===== src/sxsalu_params.svh =====
// Behaviour
// - Literal minus accumulator, result into accumulator
// - Literal subtract: borrow, nibble borrow and zero flags
// - File minus accumulator with both borrow flags
// - Seven-bit file address, destination bit selects target
// - Accumulator xor file, only zero flag
// - Nibble exchange of file, flags untouched
// - Accumulator xor literal into accumulator, zero only
`ifndef SXSALU_PARAMS_SVH
`define SXSALU_PARAMS_SVH

// Byte offsets of the register window on the bus
`define SXSALU_OFS_ACC 8'h00
`define SXSALU_OFS_STATUS 8'h04
`define SXSALU_OFS_CMD 8'h08
`define SXSALU_OFS_FADDR 8'h0C
`define SXSALU_OFS_FDATA 8'h10

// Status bit positions
`define SXSALU_ST_BORROW 0
`define SXSALU_ST_NIBBLE 1
`define SXSALU_ST_ZERO 2

// Reset values
`define SXSALU_RST_ACC 8'h00
`define SXSALU_RST_STATUS 3'h0
`define SXSALU_RST_FADDR 7'h00
`define SXSALU_RST_FILE 8'h00

// Size of the file register space
`define SXSALU_FILE_DEPTH 128

`endif


===== src/sxsalu_pkg.sv =====
package sxsalu_pkg;

  // Operation codes carried in the command word
  typedef enum logic [2:0] {
    SXSALU_OP_NONE,
    SXSALU_OP_LIT_MINUS_ACC,
    SXSALU_OP_FILE_MINUS_ACC,
    SXSALU_OP_ACC_XOR_FILE,
    SXSALU_OP_NIBBLE_EXCHANGE,
    SXSALU_OP_ACC_XOR_LITERAL
  } sxsalu_op_type;

  // Command word as written by software
  typedef struct packed {
    logic [12:0] unused;
    sxsalu_op_type op;
    logic dest;
    logic [6:0] faddr;
    logic [7:0] literal;
  } sxsalu_cmd_type;

  // Status flags, bit 2 downward
  typedef struct packed {
    logic zero;
    logic nibble_borrow_flag;
    logic borrow;
  } sxsalu_flags_type;

  // Bus slave phases
  typedef enum logic [1:0] {
    SXSALU_BUS_IDLE,
    SXSALU_BUS_WRITE,
    SXSALU_BUS_RDWAIT,
    SXSALU_BUS_RDDATA
  } sxsalu_bus_type;

endpackage


===== src/sxsalu_exec.sv =====
`include "sxsalu_params.svh"

module sxsalu_exec (
  input sxsalu_pkg::sxsalu_op_type op_i,
  input logic dest_i,
  input logic [7:0] acc_i,
  input logic [7:0] literal_i,
  input logic [7:0] file_i,
  output logic [7:0] result_o,
  output sxsalu_pkg::sxsalu_flags_type flags_o,
  output sxsalu_pkg::sxsalu_flags_type flag_wr_o,
  output logic acc_wr_o,
  output logic file_wr_o
);
  import sxsalu_pkg::*;

  logic [7:0] minuend; // Literal or file operand of a subtract
  logic [8:0] diff; // Full difference with borrow out
  logic [4:0] ndiff; // Low nibble difference with borrow out

  // Subtract datapath shared by both subtract forms
  always_comb begin
    minuend = (op_i == SXSALU_OP_LIT_MINUS_ACC) ? literal_i : file_i;
    diff = {1'b0, minuend} - {1'b0, acc_i};
    ndiff = {1'b0, minuend[3:0]} - {1'b0, acc_i[3:0]};
  end

  // Operation select, flag update and destination
  always_comb begin
    result_o = 8'h00;
    flag_wr_o = '0;
    acc_wr_o = 1'b0;
    file_wr_o = 1'b0;
    case (op_i)
      SXSALU_OP_LIT_MINUS_ACC: begin
        result_o = diff[7:0];
        acc_wr_o = 1'b1;
        flag_wr_o = 3'h7;
      end
      SXSALU_OP_FILE_MINUS_ACC: begin
        result_o = diff[7:0];
        flag_wr_o = 3'h7;
        acc_wr_o = ~dest_i;
        file_wr_o = dest_i;
      end
      SXSALU_OP_ACC_XOR_FILE: begin
        result_o = acc_i ^ file_i;
        flag_wr_o.zero = 1'b1;
        acc_wr_o = ~dest_i;
        file_wr_o = dest_i;
      end
      SXSALU_OP_NIBBLE_EXCHANGE: begin
        result_o = {file_i[3:0], file_i[7:4]};
        acc_wr_o = ~dest_i;
        file_wr_o = dest_i;
      end
      SXSALU_OP_ACC_XOR_LITERAL: begin
        result_o = acc_i ^ literal_i;
        acc_wr_o = 1'b1;
        flag_wr_o.zero = 1'b1;
      end
      default: begin
        result_o = 8'h00; // No operation, nothing written
      end
    endcase
  end

  // Flag values; borrow bits are set when no borrow occurs
  always_comb begin
    flags_o.borrow = ~diff[8];
    flags_o.nibble_borrow_flag = ~ndiff[4];
    flags_o.zero = (result_o == 8'h00);
  end

endmodule


===== src/sxsalu_fregs.sv =====
`include "sxsalu_params.svh"

module sxsalu_fregs (
  input wire logic clk_i,
  input wire logic arst_n_i,
  input wire logic [6:0] rd_addr_i,
  output logic [7:0] rd_data_o,
  input wire logic wr_en_i,
  input wire logic [6:0] wr_addr_i,
  input wire logic [7:0] wr_data_i
);
  import sxsalu_pkg::*;

  logic [7:0] mem_reg [`SXSALU_FILE_DEPTH]; // File register storage
  logic [7:0] mem_next [`SXSALU_FILE_DEPTH]; // Storage after write

  // Asynchronous read so an operand is ready in the same cycle
  assign rd_data_o = mem_reg[rd_addr_i];

  // One write port
  always_comb begin
    mem_next = mem_reg;
    if (wr_en_i) begin
      mem_next[wr_addr_i] = wr_data_i;
    end
  end

  // Storage registers
  always_ff @(posedge clk_i or negedge arst_n_i) begin
    if (!arst_n_i) begin
      for (int i = 0; i < `SXSALU_FILE_DEPTH; i++) begin
        mem_reg[i] <= `SXSALU_RST_FILE;
      end
    end else begin
      mem_reg <= mem_next;
    end
  end

endmodule


===== src/sxsalu_top.sv =====
`include "sxsalu_params.svh"

module sxsalu_top (
  input wire logic clk_i,
  input wire logic arst_n_i,
  input wire logic hsel_i,
  input wire logic [31:0] haddr_i,
  input wire logic [1:0] htrans_i,
  input wire logic hwrite_i,
  input wire logic [2:0] hsize_i,
  input wire logic [31:0] hwdata_i,
  input wire logic hready_i,
  output logic hreadyout_o,
  output logic hresp_o,
  output logic [31:0] hrdata_o
);
  import sxsalu_pkg::*;

  // Bus slave state
  sxsalu_bus_type bus_reg; // Current bus phase
  sxsalu_bus_type bus_next; // Next bus phase
  logic [7:0] idx_reg; // Captured byte offset
  logic [7:0] idx_next; // Next captured offset
  logic hit_reg; // Address is word aligned and inside window
  logic hit_next; // Next window hit
  logic [31:0] hrdata_reg; // Read data register
  logic [31:0] hrdata_next; // Next read data
  logic take; // Address phase accepted this edge

  // Datapath state
  logic [7:0] acc_reg; // Accumulator
  logic [7:0] acc_next; // Next accumulator
  sxsalu_flags_type status_reg; // Status flags
  sxsalu_flags_type status_next; // Next status flags
  logic [6:0] faddr_reg; // Pointer for direct file access
  logic [6:0] faddr_next; // Next pointer

  // Decoded write strobes in the data phase
  logic wr_phase; // Write data phase with a hit
  logic wr_acc; // Software writes accumulator
  logic wr_status; // Software writes status
  logic wr_cmd; // Software issues a command
  logic wr_faddr; // Software writes file pointer
  logic wr_fdata; // Software writes file data

  // Command decode and execution results
  sxsalu_cmd_type cmd; // Command word from write data
  sxsalu_op_type exec_op; // Operation presented to the ALU
  logic [7:0] exec_result; // ALU result
  sxsalu_flags_type exec_flags; // ALU flag values
  sxsalu_flags_type exec_flag_wr; // Flags the ALU updates
  logic exec_acc_wr; // ALU result goes to accumulator
  logic exec_file_wr; // ALU result goes to file register

  // File register port signals
  logic [6:0] file_rd_addr; // Read address
  logic [7:0] file_rd_data; // Read data
  logic file_wr_en; // Write enable
  logic [6:0] file_wr_addr; // Write address
  logic [7:0] file_wr_data; // Write data

  // Address phase accepted when selected, active and bus ready
  assign take = hsel_i & htrans_i[1] & hready_i;

  // Only reads insert a wait state; all answers are OKAY
  assign hreadyout_o = (bus_reg != SXSALU_BUS_RDWAIT);
  assign hresp_o = 1'b0;
  assign hrdata_o = hrdata_reg;

  // Write strobes decoded from the captured address
  always_comb begin
    wr_phase = (bus_reg == SXSALU_BUS_WRITE) & hit_reg;
    wr_acc = wr_phase & (idx_reg == `SXSALU_OFS_ACC);
    wr_status = wr_phase & (idx_reg == `SXSALU_OFS_STATUS);
    wr_cmd = wr_phase & (idx_reg == `SXSALU_OFS_CMD);
    wr_faddr = wr_phase & (idx_reg == `SXSALU_OFS_FADDR);
    wr_fdata = wr_phase & (idx_reg == `SXSALU_OFS_FDATA);
  end

  // Command word fields; only a command write executes
  always_comb begin
    cmd = sxsalu_cmd_type'(hwdata_i);
    exec_op = wr_cmd ? cmd.op : SXSALU_OP_NONE;
  end

  // File read address: command operand, else the pointer
  always_comb begin
    if (wr_cmd) begin
      file_rd_addr = cmd.faddr;
    end else begin
      file_rd_addr = faddr_reg;
    end
  end

  // Arithmetic and logic unit
  sxsalu_exec u_exec (
    .op_i (exec_op),
    .dest_i (cmd.dest),
    .acc_i (acc_reg),
    .literal_i (cmd.literal),
    .file_i (file_rd_data),
    .result_o (exec_result),
    .flags_o (exec_flags),
    .flag_wr_o (exec_flag_wr),
    .acc_wr_o (exec_acc_wr),
    .file_wr_o (exec_file_wr)
  );

  // File write port: command result or direct data write
  always_comb begin
    file_wr_en = 1'b0;
    file_wr_addr = faddr_reg;
    file_wr_data = hwdata_i[7:0];
    if (exec_file_wr) begin
      file_wr_en = 1'b1;
      file_wr_addr = cmd.faddr;
      file_wr_data = exec_result;
    end else if (wr_fdata) begin
      file_wr_en = 1'b1;
    end
  end

  // File register space
  sxsalu_fregs u_fregs (
    .clk_i (clk_i),
    .arst_n_i (arst_n_i),
    .rd_addr_i (file_rd_addr),
    .rd_data_o (file_rd_data),
    .wr_en_i (file_wr_en),
    .wr_addr_i (file_wr_addr),
    .wr_data_i (file_wr_data)
  );

  // Datapath next state
  always_comb begin
    acc_next = acc_reg;
    status_next = status_reg;
    faddr_next = faddr_reg;
    // Direct software writes
    if (wr_acc) begin
      acc_next = hwdata_i[7:0];
    end
    if (wr_status) begin
      status_next = sxsalu_flags_type'(hwdata_i[2:0]);
    end
    if (wr_faddr) begin
      faddr_next = hwdata_i[6:0];
    end
    // Result into accumulator when selected
    if (exec_acc_wr) begin
      acc_next = exec_result;
    end
    // Per-flag update; untouched flags keep their value
    if (exec_flag_wr.borrow) begin
      status_next.borrow = exec_flags.borrow;
    end
    if (exec_flag_wr.nibble_borrow_flag) begin
      status_next.nibble_borrow_flag =
        exec_flags.nibble_borrow_flag;
    end
    if (exec_flag_wr.zero) begin
      status_next.zero = exec_flags.zero;
    end
  end

  // Datapath registers
  always_ff @(posedge clk_i or negedge arst_n_i) begin
    if (!arst_n_i) begin
      acc_reg <= `SXSALU_RST_ACC;
      status_reg <= `SXSALU_RST_STATUS;
      faddr_reg <= `SXSALU_RST_FADDR;
    end else begin
      acc_reg <= acc_next;
      status_reg <= status_next;
      faddr_reg <= faddr_next;
    end
  end

  // Bus phase sequencing and read data capture
  always_comb begin
    bus_next = SXSALU_BUS_IDLE;
    idx_next = idx_reg;
    hit_next = hit_reg;
    hrdata_next = hrdata_reg;
    case (bus_reg)
      SXSALU_BUS_RDWAIT: begin
        // Registers are settled now; sample the selected one
        bus_next = SXSALU_BUS_RDDATA;
        hrdata_next = 32'h0000_0000;
        if (hit_reg) begin
          case (idx_reg)
            `SXSALU_OFS_ACC: hrdata_next = {24'h00_0000, acc_reg};
            `SXSALU_OFS_STATUS: hrdata_next = {29'h0, status_reg};
            `SXSALU_OFS_FADDR: hrdata_next = {25'h0, faddr_reg};
            `SXSALU_OFS_FDATA: hrdata_next = {24'h00_0000, file_rd_data};
            default: hrdata_next = 32'h0000_0000;
          endcase
        end
      end
      default: begin
        // Idle, write data phase or read data phase
        bus_next = SXSALU_BUS_IDLE;
      end
    endcase
    // A new address phase may overlap the current data phase
    if (take) begin
      bus_next = hwrite_i ? SXSALU_BUS_WRITE : SXSALU_BUS_RDWAIT;
      idx_next = haddr_i[7:0];
      hit_next = (haddr_i[31:8] == 24'h00_0000) & (haddr_i[1:0] == 2'h0);
    end
  end

  // Bus slave registers
  always_ff @(posedge clk_i or negedge arst_n_i) begin
    if (!arst_n_i) begin
      bus_reg <= SXSALU_BUS_IDLE;
      idx_reg <= 8'h00;
      hit_reg <= 1'b0;
      hrdata_reg <= 32'h0000_0000;
    end else begin
      bus_reg <= bus_next;
      idx_reg <= idx_next;
      hit_reg <= hit_next;
      hrdata_reg <= hrdata_next;
    end
  end

endmodule


===== config.mk =====
export PLATFORM = sky130hd
export DESIGN_NAME = sxsalu_top
export DESIGN_NICKNAME = d
export VERILOG_FILES = /design/src/sxsalu_pkg.sv /design/src/sxsalu_exec.sv /design/src/sxsalu_fregs.sv /design/src/sxsalu_top.sv
export VERILOG_INCLUDE_DIRS = /design/src
export SDC_FILE = /design/constraint.sdc
export NUM_CORES = 2
export LEC_CHECK = 0
export BUFFER_PORTS_ARGS = -buffer_cell sky130_fd_sc_hd__buf_2
export CORE_MARGIN = 8
export CORE_UTILIZATION = 25
export DETAILED_ROUTE_END_ITERATION = 8
export PLACE_DENSITY = 0.48
export SKIP_LAST_GASP = 1
export SYNTH_ARGS = -nofsm -noshare
export SYNTH_HDL_FRONTEND = slang
export SYNTH_HIERARCHICAL = 1
export SYNTH_SLANG_ARGS = --single-unit

===== constraint.sdc =====
create_clock -name clk_i -period 19 [get_ports clk_i]
set_input_delay 3.8 -clock clk_i [delete_from_list [all_inputs] [get_ports clk_i]]
set_output_delay 3.8 -clock clk_i [all_outputs]
set_load 0.05 [all_outputs]

======== Yosys cells after proc, flatten, opt, wreduce, memory -nomap -nowiden ========
Index checks and enable logic that the tools add are counted.
storage, ports and cells
  input bits .............................. 74
  word-level logic and storage cells ...... 212
  register bits after elaboration ......... 1085
cells by class
  reduce and logical (&&, ||, !) cells .... 13
  multiplexer cells ....................... 29
  equality and inequality tests ........... 12
  add/sub/neg operators ................... 2
  bitwise gates (word level) .............. 16
  $lt $le $gt $ge ......................... 3
operators with widths
  kind                                                        count
  bitwise mux 1024 bit                                        1
  two-way mux 8 bit                                           8
  case mux 8 bit (4 select lines)                             2
  binary-select mux 8 bit (select 7 bit)                      1
  demux 8 bit (select 7 bit)                                  1
  zero test 24 bit                                            1
  == test 8 x 4 -> 1 bit, second input constant               2
  greater-or-equal comparator 8 bit, second input constant    2
  zero test 8 bit                                             2
  NOT 7 -> 8 bit                                              2
  bitwise XOR 8 bit                                           2
  two-way mux 7 bit                                           2
  AND 1 bit                                                   9
  subtractor 8 x 8 -> 9 bit                                   1
  == test 8 x 3 -> 1 bit, second input constant               1
  == test 8 x 5 -> 1 bit, second input constant               1
  less-than comparator 8 x 1 -> 1 bit, second input constant  1
  two-way mux 2 bit                                           4
  nonzero test 2 bit                                          4
  two-way mux 1 bit                                           7
  == test 3 x 2 -> 1 bit, second input constant               2
  == test 3 bit, second input constant                        2
  two-way mux 3 bit                                           2
  subtractor 4 x 4 -> 5 bit                                   1
  other kinds (11)                                            14

======== Depth between registers and ports, before layout ========
  word-level depth ........................ 14
  mapped depth ............................ 25
  depth with buffers taken out ............ 19

======== Modules after synthesis ========
The synthesis kept the hierarchy.
by module, submodules not included
  module        times used  area each (um2)  cells each  sequential area each (um2)
  sxsalu_fregs  1           46529.6          2789        25624.6
  sxsalu_top    1           2344.7           211         925.9
  sxsalu_exec   1           907.1            124         0.0

======== Worst setup path before layout ========
No wires, ideal clock.
  path type ............................... input to register
  from .................................... in hwdata_i[8]
  to ...................................... reg u_fregs/mem_reg[1007] (netlist bit)
  stages on the path ...................... 18
  setup slack ............................. 10.021 ns
  arrival time ............................ 8.914 ns
  setup time .............................. 0.065 ns
  buffers on the path ..................... 4
  cell sequence ........................... mux2_1 > clkbuf_1 > buf_1 > mux4_2 > mux4_2 > mux4_2 > mux2_2 > mux2_2 > ha_1 > nor2b_1 > o2111a_1 > o31a_1 > o21a_1 > o31ai_1 > mux2_2 > clkbuf_1 > clkbuf_1 > mux2_2
between the ends
  word-level cells in the longest chain between the ends .. 10
RTL lines
  what                                                   RTL line            text
  from (decl)                                            sxsalu_top.sv:11    input wire logic [31:0] hwdata_i,
  two-way mux 7 bit                                      sxsalu_top.sv:88    if (wr_cmd) begin
  NOT 7 -> 8 bit (not written as such)                   sxsalu_fregs.sv:18  assign rd_data_o = mem_reg[rd_addr_i];
  binary-select mux 8 bit (select 7 bit)                 sxsalu_fregs.sv:18
  two-way mux 8 bit (not written as such) (2 in series)  sxsalu_fregs.sv:18
  via file_rd_data[1]                                    sxsalu_top.sv:57    logic [7:0] file_rd_data;
  two-way mux 8 bit                                      sxsalu_exec.sv:23   minuend = (op_i == SXSALU_OP_LIT_MINUS_ACC) ? literal_i : file_i;
  subtractor 8 x 8 -> 9 bit                              sxsalu_exec.sv:24   diff = {1'b0, minuend} - {1'b0, acc_i};
  case mux 8 bit (4 select lines)                        sxsalu_exec.sv:34   case (op_i)
  via exec_result[7]                                     sxsalu_top.sv:49    logic [7:0] exec_result;
  two-way mux 8 bit                                      sxsalu_top.sv:114   if (exec_file_wr) begin
  via file_wr_data[7]                                    sxsalu_top.sv:60    logic [7:0] file_wr_data;
  bitwise mux 1024 bit                                   sxsalu_fregs.sv:24  mem_next[wr_addr_i] = wr_data_i;
  to (signal, indexed assignment)                        sxsalu_fregs.sv:32  mem_reg[i] <= `SXSALU_RST_FILE;
  to (signal assigned)                                   sxsalu_fregs.sv:35  mem_reg <= mem_next;
  to (decl)                                              sxsalu_fregs.sv:14  logic [7:0] mem_reg [`SXSALU_FILE_DEPTH];
The timed path passes the listed nets, and every way through them passes these cells. The select of a mux whose other input is x is not followed.
A chain may end at the register's enable or synchronous reset.

======== Worst setup path after layout ========
  from .................................... in hwdata_i[8]
  to ...................................... reg u_fregs/mem_reg[597] (netlist bit)
between the ends
  word-level cells in the longest chain between the ends .. 10
RTL lines
  what                                                     RTL line            text
  two-way mux 7 bit *                                      sxsalu_top.sv:88
  via file_rd_addr[0]                                      sxsalu_top.sv:56    logic [6:0] file_rd_addr;
  NOT 7 -> 8 bit (not written as such) *                   sxsalu_fregs.sv:18
  binary-select mux 8 bit (select 7 bit) *                 sxsalu_fregs.sv:18
  two-way mux 8 bit (not written as such) * (2 in series)  sxsalu_fregs.sv:18
  via file_rd_data[1]                                      sxsalu_top.sv:57
  two-way mux 8 bit                                        sxsalu_exec.sv:23
  subtractor 8 x 8 -> 9 bit                                sxsalu_exec.sv:24
  case mux 8 bit (4 select lines) *                        sxsalu_exec.sv:34
  via exec_result[5]                                       sxsalu_top.sv:49
  two-way mux 8 bit *                                      sxsalu_top.sv:114
  via file_wr_data[5]                                      sxsalu_top.sv:60
  bitwise mux 1024 bit *                                   sxsalu_fregs.sv:24
The timed path passes the listed nets; every way through them passes the cells marked *. The select of a mux whose other input is x is not followed.

==> key figures <==
Worst setup path
  – Worst r2r path cells: 19
  – Worst Path Arrival: 11.84 ns
  – R2r startpoint: idx_reg[4]
  – Critical Path Sink Type: register
  – CP Launch Type: primary input
  – Required time worst endpoint: 19.65 ns
  – Crit path from: hwdata_i[8]
  – Crit path kind: primary input to register
  – Worst-path maximum fanout: 75

Power and ir drop
  – Max VDD drop: ~0.000082 V
  – Power Dens Cells: about 85 nW/um^2
  – Leakage: ~26 nW

CTS
  – Bufs on Longest Clock Path: 3
  – CTS Hold Bufs: 0
  – Clock transition at the registers of the reported paths: around 0.05 ns
  – Num CTS Buffers: roughly 120
  – Post-CTS setup repair buffer count: 0
  – CTS tree: done
  – # H-tree levels: 3
  – Sink Count: approximately 1100
  – Clock Latency Late Sink: a little under 0.8 ns
  – Root Driver: clkbuf_16
  – PostCTS Resize Cnt: 0

Placed design
  – Routability Congestion: just under 0.8
  – Placed Area: between 50000 and 60000 um^2
  – Placement Setup Slack: 6.94 ns
  – Post-DP HPWL: about 83000 um
  – I/O Buffers: 65

Detailed routing
  – Vias per cell: 4.70
  – Vias: ~28000
  – Routed WL per cell: around 23 um
  – DRT met1 WL: 61800 um
  – First-pass iteration count of the detailed router: 4
  – Number of DRC markers in iteration 0: between 1000 and 1500
  – Routed wire length: 133000 um
  – Max Used Layer: met5
  – Final ANT Viol Nets: 0
  – Metal3 WL: 6640 um
  – DRC errors left: 0
  – Met2 wire len: between 60000 and 70000 um

Synth
  – Yosys top cell by area: dfrtp_1
  – Async SR Flop Fraction: 100%
  – Top cells by area, synth: dfrtp_1 53%, mux2_2 24%, mux4_2 15%, clkbuf_1 1.3%, nand2_1 0.67%
  – Most used DFF post-synth: dfrtp_1
  – Portion of synthesized cell area occupied by the leading cell type: between 50% and 60%
  – Netlist Area Pre-Place: around 50000 um^2
  – Netlist cell types: 66
  – Seq/Total Area, Yosys: 53.3%
  – Syn. warnings: 6
  – Cells after synthesis: roughly 3100
  – Post-synth EDFFs: 0
  – Syn Area/Cell: roughly 16 um^2
  – FF+latch count, synth: about 1100

Floorplan
  – Starting density of the core: 25.2%
  – Die area: ~210000 um^2
  – Die X-Extent: around 460 um
  – Core area: around 200000 um^2
  – FP Rows: ~160
  – Chip height: approximately 460 um
  – I/O pin count: 108

STA
  – Period utilisation layout: 58.9%
  – Setup Total Neg Slack: 0 ns
  – Final Hold Fails: 0
  – Rel. slew slack: 18.0%
  – WHS: approximately 0.5 ns
  – Slew Viols, Final: 0
  – FMAX: ~89 MHz
  – Worst setup margin: approximately 8 ns
  – Final Skew: approximately 0.06 ns
  – RSZ-0062 raised after global routing: false
  – Measured slew at the worst slew-check pin: approximately 1.2 ns
  – # setup viols final: 0
  – Final Critical Period: 11.19 ns

GRT
  – First-pass GRT wire length: ~200000 um
  – GR Overflow Total: 0
  – Total GRT Usage: around an eighth
  – Initial antenna violation count: 9
  – Vias in the first global route: about 29000
  – Largest net degree at the start of global routing: between 100 and 150

Final layout
  – Design Area, Final: approximately 57000 um^2
  – Synth-to-layout area growth: 14.0%
  – Most frequent cells in the layout: 1063 x mux2_2, 1061 x dfrtp_1, 336 x mux4_2, 119 x clkbuf_16, 89 x nand2_1
  – Number of flip-flops under the largest register name: a little over 1000
  – Fin nets: ~3200
  – Util after Layout: 28.7%
  – Share of layout cells above drive strength 1: approximately 54%
  – Most common cell after layout, fill and taps aside: mux2_2

Hold path
  – Hold Crit Start: u_fregs/mem_reg[219]
  – Worst min path class: register to register
  – Hold Path Depth: 1

Run status
  – Status: finished, final reports clean

Run
  – Max Cap Viol: 0
## Yosys cell counts, types with 3 or more instances
library cell  instances
mux2_1               12
o21ai_0              10
inv_1                19
a22o_1                9
xor2_1                4
mux4_2              336
ha_1                  9
o22ai_1               8
nand3b_1              3
clkbuf_1            178
buf_2                13
a22oi_1               5
buf_4                42
nand4_1               4
nor2_1               67
a221o_1               5
a222oi_1              3
buf_6                 4
nor3_1               16
nor4_2                4
nand2b_1             12
nand3_1              15
o31ai_1               3
mux2i_1              15
dfrtp_1            1061
mux2_2             1071
buf_1                23
nor4_1                7
xnor2_1              12
a21oi_1               6
nand4b_1              4
and3_1                4
nand2_1              89
nor2b_1              11
## worst paths after layout
kind	endpoint	slack (ns)
max in group asynchronous	u_fregs/mem_reg[498]	11.96
min in group asynchronous	u_fregs/mem_reg[8]	3.08
worst min-delay path	u_fregs/mem_reg[219]	0.50
worst max register to register	u_fregs/mem_reg[597]	9.34
worst max-delay path	u_fregs/mem_reg[597]	7.81
worst min register to register	u_fregs/mem_reg[219]	0.50
## cell families (layout without fill, tap and decap cells)
family / Yosys count / after routing / share of synthesized area (%)
buffers and inverters: 280 / 346 / 2.53
flip-flops: 1061 / 1061 / 53.3
adder cells (fa/ha/maj): 10 / 10 / 0.266
XOR/XNOR: 16 / 16 / 0.281
AND/OR/NAND/NOR: 257 / 257 / 2.62
multiplexers: 1434 / 1434 / 40.0
AO/OA/AOI/OAI: 65 / 65 / 0.965
other: 1 / 28 / 0.00753
## report_power, final
part / switching [W] / internal (W) / total (W)
registers: 0.0000108 / 0.00227 / 0.00228
clock network: 0.000962 / 0.00134 / 0.00230
logic: 0.000175 / 0.0000584 / 0.000233
total: 0.00115 / 0.00367 / 0.00482
## metal layers
| layer | GRT usage (%) | vias up |
|---|---|---|
| met1 | 17.3 | 15100 |
| met4 | 3.59 | 2 |
| met3 | 2.71 | 198 |
| met2 | 19.1 | 525 |
| met5 | 0 | - |
| li1 | - | 11700 |
## per-stage QoR
step           instances  total power (W)
2_1_floorplan       3148          0.00245
3_3_place_gp        5643          0.00256
3_5_place_dp        5643          0.00256
4_1_cts             5854          0.00490
5_1_grt             5855          0.00501
6_report            5857          0.00482
## critical path, cell delays in order
cell and delay, ns:
buf_2 0.10, mux2_8 0.56, buf_4 0.76, buf_4 0.74, mux4_2 0.63, mux4_2 0.54
mux4_2 0.57, mux2_2 0.41, mux2_2 0.33, ha_1 0.27, nor2b_1 0.15, o2111a_1 0.27
o31a_1 0.25, o31ai_1 0.35, mux2_4 0.67, buf_4 0.82, mux2_2 0.30
## cell type report
class / count / area [um^2]
Antenna cell: 3 / 7.51
Clock buffer: 182 / 3480
Clock inverter: 29 / 447
Fill cell: 19700 / 141000
Inverter: 20 / 77.6
Multi-Input combinational cell: 1807 / 22200
Sequential cell: 1061 / 26600
Tap cell: 2640 / 3300
Timing Repair Buffer: 115 / 723
No activity file was read; power rests on OpenSTA's default activity.
